### src/logic/fesq_pkg.sv
/*
  Package for the flash erase sequencer host controller: command codes,
  unlock cycle defaults, bus widths, status bit positions and timing counts.
  Assumes a 25 MHz controller clock.
*/
package fesq_pkg;
  localparam int unsigned ADDR_W = 21;
  localparam int unsigned DATA_W = 8;
  localparam int unsigned CLK_MHZ = 25;
  // Command codes of the erase family.
  localparam logic [7:0] CMD_SETUP        = 8'h80;
  localparam logic [7:0] CMD_SECTOR_ERASE = 8'h30;
  localparam logic [7:0] CMD_CHIP_ERASE   = 8'h10;
  localparam logic [7:0] CMD_SUSPEND      = 8'hB0;
  localparam logic [7:0] CMD_RESUME       = 8'h30;
  localparam logic [7:0] CMD_RESET        = 8'hF0;
  // Unlock cycle defaults; the values are arbitrary and overridable.
  localparam logic [ADDR_W-1:0] UNLOCK1_ADDR = 21'h00_0555;
  localparam logic [DATA_W-1:0] UNLOCK1_DATA = 8'hAA;
  localparam logic [ADDR_W-1:0] UNLOCK2_ADDR = 21'h00_02AA;
  localparam logic [DATA_W-1:0] UNLOCK2_DATA = 8'h55;
  // Status bit positions on the data bus.
  localparam int unsigned BIT_POLL    = 7;
  localparam int unsigned BIT_TOGGLE1 = 6;
  localparam int unsigned BIT_TIMEOUT = 5;
  localparam int unsigned BIT_ETIMER  = 3;
  localparam int unsigned BIT_TOGGLE2 = 2;
  // Bus cycle phase length and the sector-load window.
  localparam int unsigned PHASE_CYC = 3;
  localparam int unsigned LOAD_WINDOW_US = 50;
  localparam int unsigned LOAD_WINDOW_CYC = LOAD_WINDOW_US * CLK_MHZ;
  localparam int unsigned CNT_W = 12;
endpackage

### src/logic/fesq_host.sv
/*
  Host-side controller that drives a parallel NOR flash through its strobes
  to issue chip erase, sector erase (with one extra sector), suspend, resume
  and reset, and polls the write status bits until the operation ends.
  Assumes the flash data and ready/busy pins are asynchronous to REF_CLK;
  the board resolves the data bus and the pull-up on ready/busy.
*/
`timescale 1ns/1ps
`default_nettype none
module fesq_host
  import fesq_pkg::*;
#(
  parameter logic [ADDR_W-1:0] UNLOCK1_A = fesq_pkg::UNLOCK1_ADDR,
  parameter logic [DATA_W-1:0] UNLOCK1_D = fesq_pkg::UNLOCK1_DATA,
  parameter logic [ADDR_W-1:0] UNLOCK2_A = fesq_pkg::UNLOCK2_ADDR,
  parameter logic [DATA_W-1:0] UNLOCK2_D = fesq_pkg::UNLOCK2_DATA
) (
  input  wire logic                         REF_CLK,
  input  wire logic                         ARST_N,
  input  wire logic                         CLK_EN,
  input  wire logic                         START_CHIP,
  input  wire logic                         START_SECTOR,
  input  wire logic                         ADD_SECTOR,
  input  wire logic [fesq_pkg::ADDR_W-1:0]  SECTOR_ADDR,
  input  wire logic                         SUSPEND,
  input  wire logic                         RESUME,
  input  wire logic                         ABORT,
  output logic                              BUSY,
  output logic                              DONE,
  output logic                              FAILED,
  output logic                              SUSPENDED,
  output logic                              WINDOW_OPEN,
  output logic [fesq_pkg::ADDR_W-1:0]       FL_ADDR,
  output logic [fesq_pkg::DATA_W-1:0]       FL_DQ_O,
  output logic                              FL_DQ_OE,
  input  wire logic [fesq_pkg::DATA_W-1:0]  FL_DQ_I,
  output logic                              FL_CE_N,
  output logic                              FL_WE_N,
  output logic                              FL_OE_N,
  output logic                              FL_RESET_N,
  input  wire logic                         FL_RDY_I
);
  import fesq_pkg::*;

  typedef enum logic [6:0] {
    S_IDLE  = 7'b000_0001,
    S_CMD   = 7'b000_0010,
    S_WIN   = 7'b000_0100,
    S_POLL  = 7'b000_1000,
    S_SUSP  = 7'b001_0000,
    S_RST   = 7'b010_0000,
    S_HWRST = 7'b100_0000
  } fesq_state_e;

  typedef enum logic [2:0] {
    K_CHIP = 3'b001,
    K_SECT = 3'b010,
    K_ONE  = 3'b100
  } fesq_kind_e;

  fesq_state_e             state_q;
  fesq_kind_e              kind_q;
  logic [2:0]              idx_q;
  logic [1:0]              ph_q;
  logic [CNT_W-1:0]        win_q;
  logic [DATA_W-1:0]       cmd_d;
  logic [ADDR_W-1:0]       cmd_a;
  logic [ADDR_W-1:0]       sect_q;
  logic [DATA_W-1:0]       one_q;
  logic [DATA_W-1:0]       dq_s1_q;
  logic [DATA_W-1:0]       dq_s2_q;
  logic                    rdy_s1_q;
  logic                    rdy_s2_q;
  logic                    have_prev_q;
  logic                    prev_t1_q;
  logic                    to_seen_q;
  logic                    last_cyc;
  logic                    win_left;

  // Six-cycle erase sequence, or one single command cycle.
  always_comb begin
    cmd_a = UNLOCK1_A;
    cmd_d = UNLOCK1_D;
    unique case (idx_q)
      3'd1, 3'd4: begin
        cmd_a = UNLOCK2_A;
        cmd_d = UNLOCK2_D;
      end
      3'd2: cmd_d = CMD_SETUP;
      3'd5: begin
        cmd_a = (kind_q == K_CHIP) ? UNLOCK1_A : sect_q;
        cmd_d = (kind_q == K_CHIP) ? CMD_CHIP_ERASE : CMD_SECTOR_ERASE;
      end
      default: ;
    endcase
    if (kind_q == K_ONE) begin
      cmd_a = sect_q;
      cmd_d = one_q;
    end
  end

  assign last_cyc = (kind_q == K_ONE) || (idx_q == 3'd5);
  // Extra sectors go out only while enough of the window is left.
  assign win_left = (win_q > CNT_W'(4 * PHASE_CYC));

  // The flash pins are asynchronous, so two flops precede any use.
  always_ff @(posedge REF_CLK or negedge ARST_N) begin
    if (!ARST_N) begin
      dq_s1_q  <= '0;
      dq_s2_q  <= '0;
      rdy_s1_q <= 1'b0;
      rdy_s2_q <= 1'b0;
    end else if (CLK_EN) begin
      dq_s1_q  <= FL_DQ_I;
      dq_s2_q  <= dq_s1_q;
      rdy_s1_q <= FL_RDY_I;
      rdy_s2_q <= rdy_s1_q;
    end
  end

  always_ff @(posedge REF_CLK or negedge ARST_N) begin
    if (!ARST_N) begin
      state_q     <= S_IDLE;
      kind_q      <= K_SECT;
      idx_q       <= '0;
      ph_q        <= '0;
      win_q       <= '0;
      sect_q      <= '0;
      one_q       <= '0;
      have_prev_q <= 1'b0;
      prev_t1_q   <= 1'b0;
      to_seen_q   <= 1'b0;
      FL_ADDR     <= '0;
      FL_DQ_O     <= '0;
      FL_DQ_OE    <= 1'b0;
      FL_CE_N     <= 1'b1;
      FL_WE_N     <= 1'b1;
      FL_OE_N     <= 1'b1;
      FL_RESET_N  <= 1'b1;
      BUSY        <= 1'b0;
      DONE        <= 1'b0;
      FAILED      <= 1'b0;
      SUSPENDED   <= 1'b0;
      WINDOW_OPEN <= 1'b0;
    end else if (CLK_EN) begin
      DONE <= 1'b0;
      if (win_q != '0) begin
        win_q <= win_q - 1'b1;
      end
      // A hardware reset pulse wins over any phase of any operation.
      if (ABORT && state_q != S_HWRST) begin
        state_q     <= S_HWRST;
        ph_q        <= '0;
        FL_RESET_N  <= 1'b0;
        FL_CE_N     <= 1'b1;
        FL_WE_N     <= 1'b1;
        FL_OE_N     <= 1'b1;
        FL_DQ_OE    <= 1'b0;
        WINDOW_OPEN <= 1'b0;
        SUSPENDED   <= 1'b0;
      end else begin
        unique case (state_q)
          S_IDLE: begin
            FAILED <= 1'b0;
            if (START_CHIP || START_SECTOR) begin
              kind_q  <= START_CHIP ? K_CHIP : K_SECT;
              sect_q  <= SECTOR_ADDR;
              idx_q   <= '0;
              ph_q    <= '0;
              BUSY    <= 1'b1;
              state_q <= S_CMD;
            end
          end
          // Address and data go out as CE falls, a cycle ahead of WE, and are held past
          // their rise, so either edge rule in the device is satisfied.
          S_CMD: begin
            ph_q <= ph_q + 2'd1;
            unique case (ph_q)
              2'd0: begin
                FL_ADDR  <= cmd_a;
                FL_DQ_O  <= cmd_d;
                FL_DQ_OE <= 1'b1;
                FL_CE_N  <= 1'b0;
              end
              2'd1: FL_WE_N <= 1'b0;
              2'd2: begin
                FL_WE_N <= 1'b1;
                FL_CE_N <= 1'b1;
              end
              default: begin
                ph_q     <= '0;
                FL_DQ_OE <= 1'b0;
                if (!last_cyc) begin
                  idx_q <= idx_q + 3'd1;
                end else if (kind_q == K_SECT) begin
                  win_q       <= CNT_W'(LOAD_WINDOW_CYC);
                  WINDOW_OPEN <= 1'b1;
                  state_q     <= S_WIN;
                end else begin
                  have_prev_q <= 1'b0;
                  to_seen_q   <= 1'b0;
                  state_q     <= (one_q == CMD_RESET) ? S_IDLE : S_POLL;
                  BUSY        <= (one_q != CMD_RESET);
                end
              end
            endcase
          end
          // Only 30H or B0H may follow while the load window is open.
          S_WIN: begin
            if (SUSPEND) begin
              kind_q  <= K_ONE;
              one_q   <= CMD_SUSPEND;
              state_q <= S_CMD;
            end else if (ADD_SECTOR && win_left) begin
              kind_q  <= K_ONE;
              sect_q  <= SECTOR_ADDR;
              one_q   <= CMD_SECTOR_ERASE;
              win_q   <= CNT_W'(LOAD_WINDOW_CYC);
              state_q <= S_CMD;
            end else if (!win_left) begin
              WINDOW_OPEN <= 1'b0;
              have_prev_q <= 1'b0;
              to_seen_q   <= 1'b0;
              state_q     <= S_POLL;
            end
            if (one_q == CMD_SUSPEND && kind_q == K_ONE) begin
              state_q <= state_q;
            end
          end
          // Status reads go to the selected sector; preprogram is the
          // device's business and needs nothing from here.
          S_POLL: begin
            WINDOW_OPEN <= 1'b0;
            ph_q <= ph_q + 2'd1;
            unique case (ph_q)
              2'd0: begin
                FL_ADDR <= sect_q;
                FL_CE_N <= 1'b0;
                FL_OE_N <= 1'b0;
              end
              2'd1: ;
              2'd2: begin
                FL_CE_N <= 1'b1;
                FL_OE_N <= 1'b1;
              end
              default: begin
                ph_q        <= '0;
                have_prev_q <= 1'b1;
                prev_t1_q   <= dq_s2_q[BIT_TOGGLE1];
                if (have_prev_q && dq_s2_q[BIT_POLL] && rdy_s2_q &&
                    dq_s2_q[BIT_TOGGLE1] == prev_t1_q) begin
                  if (one_q == CMD_SUSPEND && kind_q == K_ONE) begin
                    SUSPENDED <= 1'b1;
                    BUSY      <= 1'b0;
                    state_q   <= S_SUSP;
                  end else begin
                    DONE    <= 1'b1;
                    BUSY    <= 1'b0;
                    state_q <= S_IDLE;
                  end
                end else if (have_prev_q && dq_s2_q[BIT_TIMEOUT]) begin
                  // Toggle may stop just as the timeout flag rises, so
                  // check once more before declaring failure.
                  if (to_seen_q) begin
                    FAILED  <= 1'b1;
                    kind_q  <= K_ONE;
                    one_q   <= CMD_RESET;
                    state_q <= S_CMD;
                  end
                  to_seen_q <= 1'b1;
                end else if (SUSPEND && !(kind_q == K_CHIP)) begin
                  kind_q  <= K_ONE;
                  one_q   <= CMD_SUSPEND;
                  state_q <= S_CMD;
                end
              end
            endcase
          end
          S_SUSP: begin
            if (RESUME) begin
              SUSPENDED <= 1'b0;
              kind_q    <= K_ONE;
              one_q     <= CMD_RESUME;
              state_q   <= S_CMD;
            end
          end
          // Reset pin held low, then released; chip erase must be redone.
          S_HWRST: begin
            ph_q <= ph_q + 2'd1;
            if (ph_q == 2'd3) begin
              FL_RESET_N <= 1'b1;
              BUSY       <= 1'b0;
              FAILED     <= 1'b1;
              ph_q       <= '0;
              state_q    <= S_IDLE;
            end
          end
          default: state_q <= S_IDLE;
        endcase
      end
    end
  end
endmodule
`default_nettype wire

### config.mk
export PLATFORM = sky130hd
export DESIGN_NAME = fesq_host
export DESIGN_NICKNAME = d
export VERILOG_FILES = /design/src/logic/fesq_pkg.sv /design/src/logic/fesq_host.sv
export SDC_FILE = /design/constraint.sdc
export NUM_CORES = 1
export LEC_CHECK = 0
export BUFFER_PORTS_ARGS = -buffer_cell sky130_fd_sc_hd__buf_2
export CAP_MARGIN = 15
export CORE_MARGIN = 2
export CORE_UTILIZATION = 55
export DETAILED_ROUTE_END_ITERATION = 12
export MAX_ROUTING_LAYER = met4
export PLACE_DENSITY = 0.8
export SYNTH_ARGS = -nofsm -noshare
export SYNTH_HDL_FRONTEND = slang
export SYNTH_SLANG_ARGS = --single-unit
### constraint.sdc
create_clock -name REF_CLK -period 7.2 [get_ports REF_CLK]
set_input_delay 0.36 -clock REF_CLK [delete_from_list [all_inputs] [get_ports REF_CLK]]
set_output_delay 0.36 -clock REF_CLK [all_outputs]
set_load 0.03 [all_outputs]
==> results by group, run 1 <==
STA
  – Worst Tran Pin Value: 1120 ps
  – Part of the cycle the worst path needs: 45.5%
  – Setup Skew: 16.6 ps
  – Final setup viols: 0
  – Max Fclk: 0.306 GHz
  – Fin crit period: 3270 ps
  – Endpoints failing hold: 0
  – RSZ-0062 raised after global routing: no
  – Final Max Tran Viols: 0
  – Worst setup margin: 3930 ps
  – Worst relative slew slack: 24.6%
  – Setup TNS: 0 ps

Yosys
  – Asr flop ratio synth: 100%
  – Synth Net Count: 564
  – Synthesized instance count: 515
  – Post-synth EDFFs: 0
  – Synth area leader: dfrtp_1
  – Yosys top cell area share: 45.5%
  – Sequential fraction of the synthesis area: 48.6%
  – Mean Syn Cell Area: 9.82 um^2
  – Ranking of synthesized cells by area: dfrtp_1, mux2_1, nand2_1
  – Post-synthesis cell area: 5060 um^2
  – Most used DFF post-synth: dfrtp_1
  – Post-synth cell types: 71
  – Ys Warns: 0
  – #FFs+latches synth: 98

Power
  – Pleak: 2.67 nW
  – Power per cell area: 382 nW/um^2
  – Peak supply drop: 181 uV
  – Pwr Total: 2.16 mW

CTS
  – CTS tree: yes
  – CTS-repair resized insts: 0
  – Clk buf depth: 2
  – H-tree depth: 3
  – Sink Count: 98
  – Post-CTS Hold Buffers: 1
  – Num CTS Buffers: 9
  – Clock latency on the worst-skew pair: 370 ps
  – # Post-CTS Setup Buffers: 0
  – Clock Pin Slew Worst Setup and Hold Paths: 110 ps
  – Root buffer cell: clkbuf_8

Route
  – # DRC: 0
  – DRT Pass-1 Iters: 6
  – Post-route ant nets: 0
  – Routed vias: 4119
  – Total Wirelength: 12000 um
  – Iter 0 DRT Violations: 233
  – DR WL/cell: 17.4 um
  – Vias/cell: 6.00

Die
  – # IOs: 78
  – Die Ht: 99.9 um
  – Die ar.: 9980 um^2
  – Area of the core: 8810 um^2
  – # rows: 34
  – Initial core utilization: 57.4%
  – Die span in x: 99.9 um

Placed design
  – Placed Cells incl. Taps: 670
  – Pre-CTS WS: 3970 ps
  – Post-detail-place hpwl: 8730 um
  – Placed Area: 5440 um^2
  – Port bufs: 72
  – GPL Wtd Cong: 0.924

Finish
  – Share of layout cells above drive strength 1: 21.1%
  – Final cell count without fillers: 687
  – # fillers: 746
  – Antenna cells: 0
  – Post-route cell area: 5650 um^2
  – Seq. cell area: 2460 um^2
  – Area grow syn2layout: 11.6%
  – Layout net count: 623
  – Area of the multi-input gates: 2390 um^2

Setup path
  – Crit path launch type: flop
  – Critical path required time: 7440 ps
  – Worst R2R Path Depth: 5
  – Critical Setup Path Class: reg2reg
  – Critical Path End Type: flop
  – Worst Path Arrival: 3520 ps
  – FF-to-FF setup slack: 3930 ps
  – CP max FO: 21

GRT
  – Initial antenna violation count: 0
  – Vias in the first global route: 4089
  – Met3 Resource Use GR: 3.83%
  – Met2 Usage GRT: 42.6%
  – Pin count of the biggest net entering global routing: 71
  – Global route hottest layer: met2
  – GRT Total Usage: 26.1%
  – Global-route wire length before repair: 19900 um
  – Global route overflow: 0
  – Met1 GRT Util: 34.0%

Hold path
  – Min-Delay Path Depth: 2
  – Worst Hold Class: in2reg

Job
  – Max-cap violation count: 0

Outcome
  – Outcome: completed
cells in the final DEF (no fill, tap or decap), types with 3 or more instances in the layout:
cell and instances:
a21oi_1 24, o31ai_1 5, buf_4 5, o21a_1 5
and3_1 7, inv_1 17, nand4_1 3, mux2_2 8
nand3_1 20, a22o_1 4, ha_1 10, o21ai_1 6
buf_2 71, nand2b_1 6, a21o_1 3, or3_1 4
or2_2 4, o2bb2ai_1 5, nor3_1 6, o21ai_0 40
dfrtp_1 92, a31oi_1 7, xor2_1 6, nor4_1 6
o22ai_1 3, nor3b_1 4, clkbuf_8 10, or4_1 4
nand2_1 59, nor2_1 46, xnor2_1 6, dfstp_2 6
mux2_1 25
cells in the mapped netlist (5+ instances only):
cell	number
nor3_1	6
o31ai_1	5
nor2_1	46
xnor2_1	6
nand2b_1	6
clkbuf_1	13
nand2_1	59
o2bb2ai_1	5
and3_1	7
mux2_2	8
a21oi_1	24
inv_1	17
dfstp_2	6
nor4_1	6
buf_2	6
dfrtp_1	92
nand3_1	20
a31oi_1	7
mux2_1	25
xor2_1	6
ha_1	10
o21ai_1	6
buf_4	5
o21ai_0	40
o21a_1	5
layout make-up:
class	instances	area share (%)
Sequential cell	98	43.6
Multi-Input combinational cell	371	42.3
Timing Repair Buffer	77	7.14
Clock buffer	10	2.44
Tap cell	108	2.39
Inverter	17	1.13
Clock inverter	6	0.997
report_power, final:
group          internal, mW  total [mW]  switching, mW
Clock                 0.143       0.352          0.209
Sequential            0.755       0.917          0.163
Combinational         0.326       0.889          0.563
Total                  1.22        2.16          0.935
per-stage QoR:
step,util [%],hold WS (ps)
after floorplan,-,64.4
after global placement,61.8,296
after detailed placement,61.8,311
after CTS,64.1,190
after global routing,64.1,200
final,64.1,201
cells by family (layout without fill, tap and decap cells):
| group | after synthesis | count (layout) | share of synthesized area [%] |
|---|---|---|---|
| mux | 35 | 35 | 7.74 |
| flops | 98 | 98 | 48.6 |
| buf+inv | 46 | 110 | 4.23 |
| fa+ha+maj | 10 | 10 | 2.47 |
| simple gates | 191 | 191 | 19.0 |
| xor+xnor | 12 | 12 | 2.08 |
| compound gates | 123 | 123 | 15.9 |
critical path: stages (launching register included):
cell and delay [ps]:
dfrtp_1 510, or4_1 710, or3_1 460, o21ai_1 160, nor3b_4 910, mux2_1 400
per-layer routing:
metal / vias up / routed length, um
met5: - / 0
met4: 0 / 167
met3: 19 / 785
li1: 1933 / -
met1: 2006 / 5140
met2: 161 / 5890
worst paths after layout:
| path | startpoint | end |
|---|---|---|
| hold reg to reg | FL_ADDR[0] | FL_ADDR[0] |
| hold / removal | SECTOR_ADDR[4] | sect_q[4] |
| setup reg to reg | state_q[6] | sect_q[2] |
| min in group asynchronous | ARST_N | state_q[2] |
| setup / recovery | state_q[6] | sect_q[2] |
| max in group asynchronous | ARST_N | ph_q[0] |
flip-flops by register name, indices dropped and copies added, names as in the netlist, 6 cells and up:
signal   count
state_q      6
win_q       12
FL_ADDR     21
FL_DQ_O      6
sect_q      21
(Power assumes the default switching activity.)
==> run 2: changes to the inputs <==
--- a/config.mk
+++ b/config.mk
@@ -8,10 +8,10 @@
 export BUFFER_PORTS_ARGS = -buffer_cell sky130_fd_sc_hd__buf_2
 export CAP_MARGIN = 15
 export CORE_MARGIN = 2
-export CORE_UTILIZATION = 55
+export CORE_UTILIZATION = 51
 export DETAILED_ROUTE_END_ITERATION = 12
 export MAX_ROUTING_LAYER = met4
-export PLACE_DENSITY = 0.8
+export PLACE_DENSITY = 0.78
 export SYNTH_ARGS = -nofsm -noshare
 export SYNTH_HDL_FRONTEND = slang
 export SYNTH_SLANG_ARGS = --single-unit
==> constraint.sdc (replaced) <==
create_clock -name REF_CLK -period 2.79 [get_ports REF_CLK]
set_input_delay 0.1395 -clock REF_CLK [delete_from_list [all_inputs] [get_ports REF_CLK]]
set_output_delay 0.1395 -clock REF_CLK [all_outputs]
set_load 0.03 [all_outputs]
==> results by group, run 2 (synthesized netlist as in run 1, its figures left out) <==
CTS
  – CTS tree: yes
  – Clk buf depth: 2 (unchanged)
  – Clock Pin Slew Worst Setup and Hold Paths: 90 ps (-20 ps)
  – Num CTS Buffers: 9 (unchanged)
  – # Post-CTS Setup Buffers: 0 (unchanged)
  – H-tree depth: 3 (unchanged)
  – Sink Count: 98 (unchanged)
  – CTS-repair resized insts: 0 (unchanged)
  – Post-CTS Hold Buffers: 24 (+23)
  – Clock latency on the worst-skew pair: 380 ps (about the same)
  – Root buffer cell: clkbuf_8

Setup path
  – Critical Path End Type: flop
  – Worst R2R Path Depth: 7 (+2)
  – Critical Setup Path Class: reg2reg
  – CP startpoint: state_q[2]
  – Worst Path Arrival: 2930 ps (-590 ps)
  – WP buf/inv: 2 (+2)
  – Cell Chain, Critical Path: or4_1 -> o21ai_1 -> buf_12 -> nand2_1 -> nor3b_2 -> buf_12 -> mux2_1
  – Critical path required time: 3050 ps (-4390 ps)
  – WP depth: 7 (+2)
  – Reg2reg start: state_q[2]
  – Slowest stage delay, CP: 640 ps (-270 ps)
  – CP delay by family, top: simple AND/OR/NAND/NOR gates
  – Crit path launch type: flop
  – Slowest library cell on the worst path: or4_1
  – CP max FO: 21 (unchanged)
  – CP most frequent cell: buf_12

Outcome
  – Outcome: completed

Power
  – Power per cell area: 947 nW/um^2 (+150%)
  – Pleak: 2.87 nW (+7.6%)
  – Combinational fraction of design power: 42.3% (+1.1 points)
  – Switching power: 2.42 mW (+160%)
  – Sequential power share: 41.0% (-1.5 points)
  – Pwr Total: 5.76 mW (+170%)
  – Switching Share: 42.0% (-1.3 points)
  – Clock power share: 16.6% (+0.3 points)
  – Peak supply drop: 349 uV (+93%)
  – Internal power: 3.34 mW (+170%)

GRT
  – Initial antenna violation count: 0 (unchanged)
  – Global route hottest layer: met2
  – Vias in the first global route: 4192 (+2.5%)
  – Global route overflow: 0 (unchanged)
  – Met2 Usage GRT: 40.5% (-2.1 points)
  – Met3 Resource Use GR: 5.85% (+2.0 points)
  – GRT Total Usage: 25.0% (-1.0 points)
  – Pin count of the biggest net entering global routing: 59 (-17%)
  – Met1 GRT Util: 31.2% (-2.8 points)
  – Global-route wire length before repair: 21000 um (+5.4%)

STA
  – Fin Hold WS: 11.5 ps (-190 ps)
  – Max Fclk: 0.374 GHz (+22%)
  – Worst relative slew slack: 49.7% (+25 points)
  – Setup TNS: 0 ps (unchanged)
  – Worst Tran Pin Value: 754 ps (-369 ps)
  – Endpoints failing hold: 0 (unchanged)
  – Final Max Tran Viols: 0 (unchanged)
  – Final setup viols: 0 (unchanged)
  – Setup Skew: 13.1 ps (-3.44 ps)
  – Part of the cycle the worst path needs: 95.8% (+50 points)
  – RSZ-0062 raised after global routing: no
  – Worst setup margin: 116 ps (-3810 ps)
  – Fin crit period: 2670 ps (-599 ps)

Placed design
  – Pre-CTS WS: 148 ps (-3830 ps)
  – Post-detail-place hpwl: 8910 um (+2.0%)
  – Placed Cells incl. Taps: 713 (+6.4%)
  – GPL Wtd Cong: 0.988 (+6.9%)
  – Placed Area: 5630 um^2 (+3.4%)
  – Port bufs: 72 (unchanged)

Die
  – Area of the core: 9680 um^2 (+10%)
  – Initial core utilization: 52.2% (-5.2 points)
  – # rows: 36 (+5.9%)
  – # IOs: 78 (unchanged)
  – Die Ht: 104 um (+3.7%)
  – Die ar.: 10700 um^2 (+7.5%)
  – Die span in x: 104 um (+3.7%)

Route
  – Total Wirelength: 12500 um (+4.0%)
  – Routed vias: 4265 (+3.5%)
  – Vias/cell: 5.66 (-5.7%)
  – # DRC: 0 (unchanged)
  – Iter 0 DRT Violations: 265 (+14%)
  – Post-route ant nets: 0 (unchanged)
  – DRT Pass-1 Iters: 6 (unchanged)
  – DR WL/cell: 16.5 um (-5.2%)

Hold path
  – Min-Delay Path Depth: 2 (unchanged)
  – Worst Hold Launch: SECTOR_ADDR[15]
  – Worst Hold Class: in2reg

Finish
  – Area of the multi-input gates: 2380 um^2 (-0.26%)
  – Area grow syn2layout: 20.2%
  – Share of layout cells above drive strength 1: 22.4% (+1.3 points)
  – Post-route cell area: 6080 um^2 (+7.7%)
  – Final Util: 62.8% (-1.3 points)
  – Most common cell after layout, fill and taps aside: dfrtp_1
  – Layout net count: 665 (+6.7%)
  – Antenna cells: 0 (unchanged)
  – Commonest non-fill, non-tap cells in the layout: dfrtp_1, buf_2, nand2_1, nor2_1, o21ai_0
  – Largest registers: FL_ADDR: 21 flops, sect_q: 21 flops, win_q: 12 flops
  – # fillers: 794 (+6.4%)
  – Final cell count without fillers: 754 (+9.8%)
  – Seq. cell area: 2460 um^2 (unchanged)

Job
  – Max-cap violation count: 0 (unchanged)
## run 2: cell count changes in the layout (fill, tap and decap cells not counted), sizes merged
cell | previous run | this run
clkbuf | 10 | 11
buf | 76 | 94
bufinv | 0 | 1
dlygate4sd3 | 1 | 25
inv | 20 | 18
## run 2: area by class of cell
class | count | area share, %
Timing Repair Buffer | 119 | 13.2
Sequential cell | 98 | 40.5
Inverter | 17 | 1.05
Clock inverter | 5 | 1.03
Tap cell | 133 | 2.74
Clock buffer | 11 | 2.33
Multi-Input combinational cell | 371 | 39.2
## run 2: final timing paths
path / endpoint / slack (ps)
max in group asynchronous: FL_RESET_N / 1560
setup / recovery: sect_q[15] / 120
hold reg to reg: FL_ADDR[12] / 480
hold / removal: sect_q[15] / 10
min in group asynchronous: state_q[3] / 370
setup reg to reg: sect_q[15] / 120
## run 2: power by group through the flow
| stage | clock network [mW] | logic (mW) | registers, mW |
|---|---|---|---|
| final | 0.958 | 2.44 | 2.36 |
| after global routing | 1.04 | 2.68 | 2.43 |
| after CTS | 0.973 | 2.43 | 2.35 |
| after detailed placement | 0 | 2.39 | 2.38 |
| after global placement | 0 | 2.32 | 2.34 |
| after floorplan | 0 | 1.45 | 2.58 |
## run 2: metal layers
layer | share of wire, % | up-vias
met5 | 0 | -
met4 | 2.3 | 0
met3 | 5.3 | 30
met2 | 50 | 143
li1 | - | 2031
met1 | 43 | 2061
==> run 3: changes to the inputs <==
--- a/config.mk
+++ b/config.mk
@@ -5,10 +5,11 @@
 export SDC_FILE = /design/constraint.sdc
 export NUM_CORES = 1
 export LEC_CHECK = 0
+export ABC_AREA = 1
 export BUFFER_PORTS_ARGS = -buffer_cell sky130_fd_sc_hd__buf_2
 export CAP_MARGIN = 15
 export CORE_MARGIN = 2
-export CORE_UTILIZATION = 51
+export CORE_UTILIZATION = 52
 export DETAILED_ROUTE_END_ITERATION = 12
 export MAX_ROUTING_LAYER = met4
 export PLACE_DENSITY = 0.78
==> results by group, run 3 <==
STA
  – Final Max Tran Viols: 0 (unchanged)
  – Worst Tran Pin Value: 611 ps (-143 ps)
  – Final setup viols: 0 (unchanged)
  – Part of the cycle the worst path needs: 82.0% (-14 points)
  – Setup TNS: 0 ps (unchanged)
  – Worst relative slew slack: 59.3% (+9.5 points)
  – Max Fclk: 0.437 GHz (+17%)
  – Fin crit period: 2290 ps (-387 ps)
  – RSZ-0062 raised after global routing: no
  – Endpoints failing hold: 0 (unchanged)
  – Setup Skew: 17.2 ps (+4.03 ps)

CTS
  – Num CTS Buffers: 9 (unchanged)
  – Clk buf depth: 2 (unchanged)
  – H-tree depth: 3 (unchanged)
  – CTS-repair resized insts: 0 (unchanged)
  – CTS tree: yes
  – Sink Count: 98 (unchanged)
  – Root buffer cell: clkbuf_8
  – Clock Pin Slew Worst Setup and Hold Paths: 110 ps (+20 ps)
  – Clock latency on the worst-skew pair: 380 ps (about the same)

Setup path
  – Worst R2R Path Depth: 8 (+1)
  – End point of the critical path: sect_q[17]
  – Slowest stage delay, CP: 470 ps (-170 ps)
  – CP delay by family, top: simple AND/OR/NAND/NOR gates
  – CP max FO: 42 (+100%)
  – Reg2reg start: state_q[1]
  – WP buf/inv: 0 (-2)
  – Cell Chain, Critical Path: nor2_4 -> nand3_4 -> nand2_4 -> nand2_2 -> nor2_4 -> nand3_4 -> nand2_1 -> o21ai_2
  – Critical Path End Type: flop
  – WP depth: 8 (+1)
  – Crit path launch type: flop
  – FF-to-FF setup slack: 500 ps (+390 ps)
  – Critical path required time: 3030 ps (-20 ps)
  – Worst Path Arrival: 2530 ps (-400 ps)
  – Reg2reg end: sect_q[17]
  – CP startpoint: state_q[1]
  – Critical Setup Path Class: reg2reg
  – Slowest library cell on the worst path: dfrtp_1

Power
  – Clock power share: 17.7% (+1.1 points)
  – Peak supply drop: 580 uV (+66%)
  – Sequential power share: 39.3% (-1.7 points)
  – Power per cell area: 915 nW/um^2 (-3.4%)
  – Internal power: 3.17 mW (-5.1%)
  – Pleak: 3.28 nW (+14%)
  – Switching power: 2.54 mW (+5.2%)
  – Switching Share: 44.5% (+2.5 points)
  – Combinational fraction of design power: 43.0% (+0.7 points)

Yosys
  – Sequential fraction of the synthesis area: 45.5% (-3.1 points)
  – Synthesized instance count: 671 (+30%)
  – Ys Warns: 0 (unchanged)
  – Post-synthesis cell area: 5400 um^2 (+6.8%)
  – Asr flop ratio synth: 100% (unchanged)
  – #FFs+latches synth: 98 (unchanged)
  – Post-synth cell types: 40 (-44%)
  – Most used DFF post-synth: dfrtp_1
  – Post-synth EDFFs: 0 (unchanged)
  – Yosys top cell area share: 42.6% (-2.9 points)
  – Top post-synthesis cells by count: nand2_1, dfrtp_1, inv_1
  – Synth area leader: dfrtp_1
  – Mean Syn Cell Area: 8.05 um^2 (-18%)
  – Top-count cell post-synth: nand2_1
  – Ranking of synthesized cells by area: dfrtp_1, nand2_1, inv_1
  – Synth Net Count: 720 (+28%)

Placed design
  – GPL Wtd Cong: 0.950 (-3.9%)
  – Placed Area: 5810 um^2 (+3.3%)
  – Port bufs: 72 (unchanged)
  – Placed Cells incl. Taps: 864 (+21%)
  – Post-detail-place hpwl: 9060 um (+1.7%)

Die
  – Die ar.: 11200 um^2 (+4.6%)
  – Die Ht: 106 um (+2.3%)
  – # rows: 37 (+2.8%)
  – # IOs: 78 (unchanged)
  – Die span in x: 106 um (+2.3%)
  – Area of the core: 10200 um^2 (+5.2%)
  – Initial core utilization: 53.0% (+0.82 points)

GRT
  – Global route overflow: 0 (unchanged)
  – Global-route wire length before repair: 20700 um (-1.2%)
  – GRT Total Usage: 23.6% (-1.4 points)
  – Pin count of the biggest net entering global routing: 50 (-15%)
  – Initial antenna violation count: 0 (unchanged)
  – Vias in the first global route: 4356 (+3.9%)

Route
  – Post-route ant nets: 0 (unchanged)
  – DRT Pass-1 Iters: 5 (-1)
  – Routed vias: 4667 (+9.4%)
  – DR WL/cell: 13.7 um (-17%)
  – Iter 0 DRT Violations: 269 (+1.5%)
  – Vias/cell: 5.18 (-8.4%)
  – # DRC: 0 (unchanged)
  – Total Wirelength: 12400 um (-0.67%)

Finish
  – # fillers: 938 (+18%)
  – Post-route cell area: 6240 um^2 (+2.7%)
  – Share of layout cells above drive strength 1: 21.2% (-1.2 points)
  – Area grow syn2layout: 15.6%
  – Most common cell after layout, fill and taps aside: nand2_1
  – Commonest non-fill, non-tap cells in the layout: nand2_1, dfrtp_1, buf_2, inv_1, nor2_1
  – Antenna cells: 0 (unchanged)
  – Final cell count without fillers: 901 (+19%)
  – Largest registers: FL_ADDR: 21 flops, sect_q: 21 flops, win_q: 12 flops
  – Layout net count: 809 (+22%)

Job
  – Max-cap violation count: 0 (unchanged)

Outcome
  – Outcome: completed

Hold path
  – Worst Hold Class: in2reg
==> run 3: worst min-delay path by stage <==
stage	from	to	slack, ps	cells past startpoint
2_1_floorplan	ARST_N	BUSY	-160	0
3_3_place_gp	ARST_N	win_q[11]	180	1
3_5_place_dp	ARST_N	win_q[11]	190	1
4_1_cts	SECTOR_ADDR[6]	sect_q[6]	0.9	3
5_1_grt	SECTOR_ADDR[4]	sect_q[4]	1	3
6_report	SECTOR_ADDR[4]	sect_q[4]	2	3
==> run 3: cell families (layout without fill, tap and decap cells) <==
| family | Yosys count | count (layout) | share of synthesized area [%] |
|---|---|---|---|
| simple gates | 358 | 358 | 30.2 |
| xor+xnor | 8 | 8 | 1.30 |
| fa+ha+maj | 10 | 10 | 2.32 |
| compound gates | 102 | 102 | 12.4 |
| buf+inv | 95 | 189 | 8.24 |
| flops | 98 | 98 | 45.5 |
==> run 3: area by class of cell <==
class | count | area (um^2) | area share [%]
multi-input cells | 478 | 2500 | 40.0
flip-flops and latches | 98 | 2460 | 39.4
repair buffers | 99 | 618 | 9.90
inverters | 74 | 278 | 4.45
well taps | 136 | 170 | 2.73
clock buffers | 10 | 138 | 2.20
clock inverters | 6 | 82.6 | 1.32
==> run 3: per-layer routing <==
layer | global-route usage (%) | part of all wire [%] | up-vias
met2 | 38.4 | 48 | 118
met4 | 7.71 | 2.1 | 0
met1 | 30.9 | 46 | 2191
li1 | - | - | 2334
met3 | 3.19 | 3.9 | 24
met5 | - | 0 | -
==> run 3: what timing repair did <==
action | 4_1_cts | 5_1_grt
hold buffers | 20 | 1
setup buffers | 0 | 0
endpoints found under the hold margin | 66 | 1
==> run 3: through the flow <==
step           power [mW]  setup slack, ps  util [%]  hold slack (ps)
2_1_floorplan        4.11             1180         -             -156
3_3_place_gp         4.59              597      57.1              179
3_5_place_dp         4.69              541      57.1              191
4_1_cts              5.72              519      61.2            0.870
5_1_grt              6.12              318      61.3             1.34
6_report             5.71              503      61.3             2.19
==> run 3: worst reg2reg max path: stages (launching register included) <==
cell and delay [ps]:
dfrtp_1 470, nor2_4 220, nand3_4 140, nand2_4 270
nand2_2 150, nor2_4 160, nand3_4 450, nand2_1 230
o21ai_2 80
==> run 3: power by group through the flow <==
stage          logic (mW)  clock network, mW  registers, mW
6_report             2.46               1.01           2.25
5_1_grt              2.74               1.07           2.31
4_1_cts              2.46               1.02           2.24
3_5_place_dp         2.43                  0           2.26
3_3_place_gp         2.35                  0           2.24
2_1_floorplan        1.56                  0           2.55
